`src/acmp_pkg.sv`:
```
// Package with constants and types for the comparator control block.
package acmp_pkg;

  localparam int ACMP_INSTANCES = 3;
  localparam int ACMP_SYNC_STAGES = 3;

  // Edge selection codes.
  localparam logic [1:0] ACMP_EDGE_BOTH = 2'h0;
  localparam logic [1:0] ACMP_EDGE_RSVD = 2'h1;
  localparam logic [1:0] ACMP_EDGE_FALL = 2'h2;
  localparam logic [1:0] ACMP_EDGE_RISE = 2'h3;

  // Hysteresis codes: off, 10 mV, 25 mV, 50 mV.
  localparam logic [1:0] ACMP_HYS_OFF = 2'h0;
  localparam logic [1:0] ACMP_HYS_10MV = 2'h1;
  localparam logic [1:0] ACMP_HYS_25MV = 2'h2;
  localparam logic [1:0] ACMP_HYS_50MV = 2'h3;

  // Negative input codes.
  localparam logic [1:0] ACMP_NEG_PIN0 = 2'h0;
  localparam logic [1:0] ACMP_NEG_PIN1 = 2'h1;
  localparam logic [1:0] ACMP_NEG_VREF = 2'h2;
  localparam logic [1:0] ACMP_NEG_CONV = 2'h3;

  // Settling times for software, in nanoseconds, and derived cycle counts at 50 MHz.
  localparam int ACMP_CLK_NS = 20;
  localparam int ACMP_STARTUP_NS = 2500;
  localparam int ACMP_VREF_NS = 60000;
  localparam int ACMP_STARTUP_CYC = (ACMP_STARTUP_NS + ACMP_CLK_NS - 1) / ACMP_CLK_NS;
  localparam int ACMP_VREF_CYC = (ACMP_VREF_NS + ACMP_CLK_NS - 1) / ACMP_CLK_NS;

  // Reset values.
  localparam logic ACMP_RST_BIT = 1'b0;

  typedef enum logic [3:0] {
    ACMP_SLP_ACTIVE = 4'h1,
    ACMP_SLP_IDLE = 4'h2,
    ACMP_SLP_STANDBY = 4'h4,
    ACMP_SLP_PDOWN = 4'h8
  } acmp_sleep_t;

  typedef struct packed {
    logic enable;
    logic keepRunningInStandby;
    logic padOutputEnable;
    logic [1:0] edgeSelect;
    logic [1:0] hysteresisSelect;
    logic invert;
    logic [1:0] positiveInputSelect;
    logic [1:0] negativeInputSelect;
    logic irqEnable;
  } acmp_cfg_t;

  typedef struct packed {
    logic state;
    logic irqFlag;
    logic irq;
    logic eventOut;
    logic padOut;
    logic padOe;
  } acmp_stat_t;

  typedef struct packed {
    logic analogEnable;
    logic [1:0] hysteresis;
    logic [1:0] posSelect;
    logic [1:0] negSelect;
  } acmp_ana_t;

endpackage

```
`src/acmp_channel.sv`:
```
// One comparator channel: synchroniser, edge detection, flag, request and outputs.
`timescale 1ns/1ps
module acmp_channel
  import acmp_pkg::*;
(
  input wire logic mclk,
  input wire logic resetn,
  input wire acmp_cfg_t cfg,
  input wire acmp_sleep_t sleepMode,
  input wire logic flagClear,
  input wire logic rawCompare,
  output acmp_stat_t stat,
  output acmp_ana_t ana
);

  typedef struct packed {
    logic [ACMP_SYNC_STAGES-1:0] sync;
    logic prevLevel;
    logic primed;
    acmp_stat_t stat;
    acmp_ana_t ana;
  } acmp_chan_state_t;

  acmp_chan_state_t s_q;
  acmp_chan_state_t s_d;

  function automatic logic edgeMatch(input logic [1:0] sel, input logic prev, input logic cur);
    logic rise;
    logic fall;
    rise = cur & ~prev;
    fall = prev & ~cur;
    case (sel)
      ACMP_EDGE_BOTH: edgeMatch = rise | fall;
      ACMP_EDGE_FALL: edgeMatch = fall;
      ACMP_EDGE_RISE: edgeMatch = rise;
      default: edgeMatch = 1'b0;
    endcase
  endfunction

  logic running;
  logic statusLive;
  logic level;
  logic hit;

  always_comb begin
    s_d = s_q;
    // Standby runs only with keep-running; power down always stops.
    case (sleepMode)
      ACMP_SLP_ACTIVE, ACMP_SLP_IDLE: running = cfg.enable;
      ACMP_SLP_STANDBY: running = cfg.enable & cfg.keepRunningInStandby;
      ACMP_SLP_PDOWN: running = 1'b0;
      default: running = cfg.enable;
    endcase
    statusLive = running & (sleepMode != ACMP_SLP_STANDBY);
    s_d.ana.analogEnable = running;
    s_d.ana.hysteresis = cfg.hysteresisSelect;
    s_d.ana.posSelect = cfg.positiveInputSelect;
    s_d.ana.negSelect = cfg.negativeInputSelect;
    // Inversion applies before every consumer, including status and edges.
    s_d.sync = {s_q.sync[ACMP_SYNC_STAGES-2:0], rawCompare ^ cfg.invert};
    level = s_q.sync[ACMP_SYNC_STAGES-1];
    hit = running & s_q.primed & edgeMatch(cfg.edgeSelect, s_q.prevLevel, level);
    s_d.prevLevel = level;
    s_d.primed = running;
    s_d.stat.eventOut = running & level;
    s_d.stat.padOut = running & level;
    s_d.stat.padOe = running & cfg.padOutputEnable;
    if (statusLive) begin
      s_d.stat.state = level;
    end
    // Outside standby, a new edge in the clearing cycle keeps the flag set.
    if (hit & statusLive) begin
      s_d.stat.irqFlag = 1'b1;
    end else if (flagClear) begin
      s_d.stat.irqFlag = 1'b0;
    end
    s_d.stat.irq = cfg.irqEnable & s_d.stat.irqFlag;
  end

  always_ff @(posedge mclk or negedge resetn) begin
    if (!resetn) begin
      s_q <= '0;
    end else begin
      s_q <= s_d;
    end
  end

  assign stat = s_q.stat;
  assign ana = s_q.ana;

  a_irq_follows_flag: assert property (@(posedge mclk) disable iff (!resetn)
    stat.irq == (stat.irqFlag & $past(cfg.irqEnable))) else $error("irq not flag and enable");
  a_flag_holds: assert property (@(posedge mclk) disable iff (!resetn)
    $fell(stat.irqFlag) |-> $past(flagClear)) else $error("flag fell without clear");
  a_pdown_quiet: assert property (@(posedge mclk) disable iff (!resetn)
    sleepMode == ACMP_SLP_PDOWN |=> !stat.padOe && !ana.analogEnable) else $error("power down active");
  a_standby_frozen: assert property (@(posedge mclk) disable iff (!resetn)
    sleepMode == ACMP_SLP_STANDBY |=> $stable(stat.state) && !$rose(stat.irqFlag)) else $error("standby status moved");
  a_state_delay: assert property (@(posedge mclk) disable iff (!resetn)
    (sleepMode == ACMP_SLP_ACTIVE && cfg.enable)[*5] |-> stat.state == $past(s_q.sync[0], 3)) else $error("state delay wrong");
  a_event_level: assert property (@(posedge mclk) disable iff (!resetn)
    stat.eventOut |-> $past(running)) else $error("event while stopped");
  a_rise_sets: assert property (@(posedge mclk) disable iff (!resetn)
    hit && statusLive |=> stat.irqFlag) else $error("edge lost");
  a_rsvd_edge: assert property (@(posedge mclk) disable iff (!resetn)
    cfg.edgeSelect == ACMP_EDGE_RSVD |=> !$rose(stat.irqFlag)) else $error("reserved edge fired");

endmodule // acmp_channel

```
`src/acmp_top.sv`:
```
// Three-instance comparator control: configuration ports, channels and outputs.
`timescale 1ns/1ps
module acmp_top
  import acmp_pkg::*;
#(
  parameter int INSTANCES = ACMP_INSTANCES
) (
  input wire logic mclk,
  input wire logic resetn,
  input wire acmp_cfg_t [INSTANCES-1:0] cfg,
  input wire acmp_sleep_t sleepMode,
  input wire logic debugHalt,
  input wire logic [INSTANCES-1:0] flagClearW1c,
  input wire logic [INSTANCES-1:0] rawCompare,
  output acmp_stat_t [INSTANCES-1:0] stat,
  output acmp_ana_t [INSTANCES-1:0] ana
);

  // Refused while the hierarchy is built, so a bad count never reaches a run.
  if (INSTANCES < 1) begin : g_bad_instances
    $error("INSTANCES must be at least one");
  end

  // The analog core resolves the voltage comparison; rawCompare is that result.
  // Debug halt is accepted but deliberately not used by any logic.
  for (genvar i = 0; i < INSTANCES; i++) begin : g_ch
    acmp_channel u_ch (
      .mclk(mclk),
      .resetn(resetn),
      .cfg(cfg[i]),
      .sleepMode(sleepMode),
      .flagClear(flagClearW1c[i]),
      .rawCompare(rawCompare[i]),
      .stat(stat[i]),
      .ana(ana[i])
    );
  end

endmodule // acmp_top

```
`config.mk`:
```
export PLATFORM = sky130hd
export DESIGN_NAME = acmp_top
export DESIGN_NICKNAME = d
export VERILOG_FILES = /design/src/acmp_pkg.sv /design/src/acmp_channel.sv /design/src/acmp_top.sv
export SDC_FILE = /design/constraint.sdc
export NUM_CORES = 1
export LEC_CHECK = 0
export ABC_AREA = 1
export BUFFER_PORTS_ARGS = -buffer_cell sky130_fd_sc_hd__buf_4
export CELL_PAD_IN_SITES_DETAIL_PLACEMENT = 0
export CELL_PAD_IN_SITES_GLOBAL_PLACEMENT = 2
export CORE_MARGIN = 1.5
export CORE_UTILIZATION = 27
export CTS_BUF_LIST = sky130_fd_sc_hd__clkbuf_16
export DETAILED_ROUTE_END_ITERATION = 8
export MAX_ROUTING_LAYER = met4
export PLACE_DENSITY = 0.88
export SYNTH_ARGS = -nofsm -noshare
export SYNTH_HDL_FRONTEND = slang
export SYNTH_HIERARCHICAL = 1
export SYNTH_SLANG_ARGS = --single-unit
```
`constraint.sdc`:
```
create_clock -name mclk -period 1.4 [get_ports mclk]
set_clock_uncertainty 0.05 [all_clocks]
set_input_delay 0.21 -clock mclk [delete_from_list [all_inputs] [get_ports mclk]]
set_output_delay 0.21 -clock mclk [all_outputs]
set_load 0.02 [all_outputs]
```
==> run metrics <==
die area 8320 µm²; DR WL/cell 9.68 µm; Non-Filler Instances 378; reg2reg setup slack 0.13 ns; CP endpoint kind flip-flop; combinational fraction of design power 0.157; CTS Buf Count 5; Hold WS 0.0449 ns; nets 336; final hold viol count 0; Pwr Density 1220 nW/µm²; Root Buffer Master clkbuf_16; number of global-route vias before repair 1,363; Die Ht 91.2 µm; Synth cell types 15; run status completed; CP endpoint g_ch[1].u_ch/stat[3]; Final period util 0.908; Fill cells 743; largest net degree at the start of global routing 49; Mapped Cells 201; # diodes 0; #FFs+latches synth 48; syn avg cell area 10.5 µm²; first-pass GRT wire length 6190 µm; slew of the pin with the lowest slew margin 0.601 ns; total clock sinks 48; critical path arrival 1.43 ns; Die Span X 91.2 µm; Detailed Routing Iterations Pass 1 2; met1 wire length 1410 µm; min-delay worst type in -> reg; total gr overflow 0; yosys warns 6; I/O pins 91; H-tree Lvls 2; R2R depth 7; Clock transition at path regs 0.07 ns; Vias/cell 3.63; critical path startpoint g_ch[1].u_ch/s_q[14]; Setup-failing EPs final 0; P_sw 834 µW; sequential power share 0.420; clk buf depth 2; WL met2 2010 µm; Total Power 3640 µW; fmax 787 MHz; P_int 2810 µW; CTS tree done; R2R Path Start g_ch[1].u_ch/s_q[14]; Highest Signal Layer met4; kind of critical path reg -> reg; slew margin rel. 0.599; clock network power share 0.422; PortBufs 89; Post-Synthesis Net Count 259; DR vias 1,373; core area 7410 µm²; CP Data Required Time 1.56 ns; CP Launch Type flip-flop; DRT iter0 DRCs 11; max-slew violation count 0; Cell Area, Synth 2100 µm²; initial antenna violation count 0; Max Cap Viol 0; Post-Place Cells 350; Final min period 1.27 ns; Post-DP HPWL 2770 µm; WL met3 202 µm; post-CTS sizing 0; Starting Density 0.284; leakage 0.00162 µW; DRC violations left 0; crit path max fanout 2; Clock Latency Late Sink 0.28 ns; sw frac 0.229; Total GRT Usage 0.0969; r2r endpoint g_ch[1].u_ch/stat[3]; sequential area share after synthesis 0.571; GP Congestion 0.682; final WL 3660 µm; num rows 31; peak supply drop 0.000544 V; Area Growth Syn to Fin 42.4%; layout cell share with drive strength beyond 1 0.448; Final ANT Viol Nets 0
## area by class of cell
| cell class | count | area, µm² | area share |
|---|---|---|---|
| clock inverter | 3 | 68.8 | 0.0230 |
| timing repair buffer | 109 | 866 | 0.289 |
| tap | 99 | 124 | 0.0414 |
| clock buffer | 5 | 125 | 0.0418 |
| sequential | 48 | 1200 | 0.401 |
| inverter | 36 | 135 | 0.0452 |
| multi-input combinational | 78 | 473 | 0.158 |
## synthesized netlist by cell type
| master | count | share of area |
|---|---|---|
| dfrtp_1 | 48 | 0.57 |
| buf_4 | 39 | 0.14 |
| inv_1 | 33 | 0.059 |
| nand2_1 | 24 | 0.043 |
| nor2_1 | 15 | 0.027 |
| nand2_2 | 9 | 0.027 |
| ha_1 | 6 | 0.036 |
| nor2_2 | 6 | 0.018 |
| a21oi_2 | 3 | 0.013 |
| inv_2 | 3 | 0.0054 |
| nor2_4 | 3 | 0.016 |
| o21a_1 | 3 | 0.011 |
| o21ai_2 | 3 | 0.013 |
| o21bai_1 | 3 | 0.011 |
| xor2_1 | 3 | 0.013 |
## flip-flops by register name (all words and copies together), names as in the netlist
signal / flops
g_ch.u_ch/s_q: 3
g_ch.u_ch/ana: 21
g_ch.u_ch/s_d: 6
g_ch.u_ch/level: 3
g_ch.u_ch/stat: 15
## routing by layer
metal,GRT usage,vias to the layer above
li1,-,699
met2,0.171,40
met5,-,-
met3,0.0276,4
met1,0.104,630
met4,0.0313,0
## power groups by stage
| stage | Clock, µW | Sequential, µW | Combinational (µW) |
|---|---|---|---|
| 6_report | 1540 | 1530 | 573 |
| 5_1_grt | 1640 | 1540 | 631 |
| 4_1_cts | 1600 | 1530 | 582 |
| 3_5_place_dp | 0 | 1560 | 538 |
| 3_3_place_gp | 0 | 1560 | 531 |
| 2_1_floorplan | 0 | 1550 | 355 |
## layout by cell type (no fill, tap or decap)
master / count
a21oi_2: 3
nand2_1: 24
inv_6: 1
clkbuf_16: 5
nor2_4: 3
dfrtp_1: 48
nor2_2: 6
ha_1: 6
o21ai_2: 3
o21a_1: 3
dlygate4sd3_1: 19
o21bai_1: 3
nor2_1: 15
buf_4: 90
inv_2: 3
bufinv_16: 2
xor2_1: 3
nand2_2: 9
inv_1: 33
## logic make-up (layout without fill, tap and decap cells)
logic type	count (synthesis)	after routing	share of synthesized area
AO/OA/AOI/OAI	12	12	0.0464
XOR/XNOR	3	3	0.0125
adder cells (fa/ha/maj)	6	6	0.0357
buffers and inverters	75	153	0.204
flip-flops	48	48	0.571
AND/OR/NAND/NOR	57	57	0.130
## worst max-delay path, cell delays in order, from the launching register on
cell and delay (ns):
dfrtp_1 0.34, inv_1 0.05, ha_1 0.29, o21bai_1 0.14
nand2_1 0.08, nor2_2 0.09, nand2_2 0.06, a21oi_2 0.11
## metrics by stage
stage | instance area [µm²] | utilization | TNS (ns) | setup slack (ns)
global placement | 2600 | 0.351 | 0 | 0.149
finish | 2990 | 0.404 | 0 | 0.129
detailed placement | 2600 | 0.351 | 0 | 0.115
CTS | 2990 | 0.403 | 0 | 0.0839
global route | 2990 | 0.404 | -0.00912 | -0.00912
floorplan | 2100 | - | 0 | 0.208
## repair_timing
item | in CTS | in global routing
hold endpoints to repair | 66 | 0
endpoints found under the setup margin | 0 | 2
buffers inserted | 0 | 1
hold buffers | 19 | 0
## worst min path at each step
stage	from	to	slack, ns	cells after the start
2_1_floorplan	resetn	g_ch[0].u_ch/ana[0]	-0.14	0
3_3_place_gp	resetn	g_ch[0].u_ch/stat[0]	0.22	1
3_5_place_dp	resetn	g_ch[0].u_ch/stat[0]	0.23	1
4_1_cts	rawCompare[0]	g_ch[0].u_ch/s_d[16]	0.03	2
5_1_grt	rawCompare[0]	g_ch[0].u_ch/s_d[16]	0.04	2
6_report	rawCompare[0]	g_ch[0].u_ch/s_d[16]	0.04	2
No activity file was read; power rests on OpenSTA's default activity.
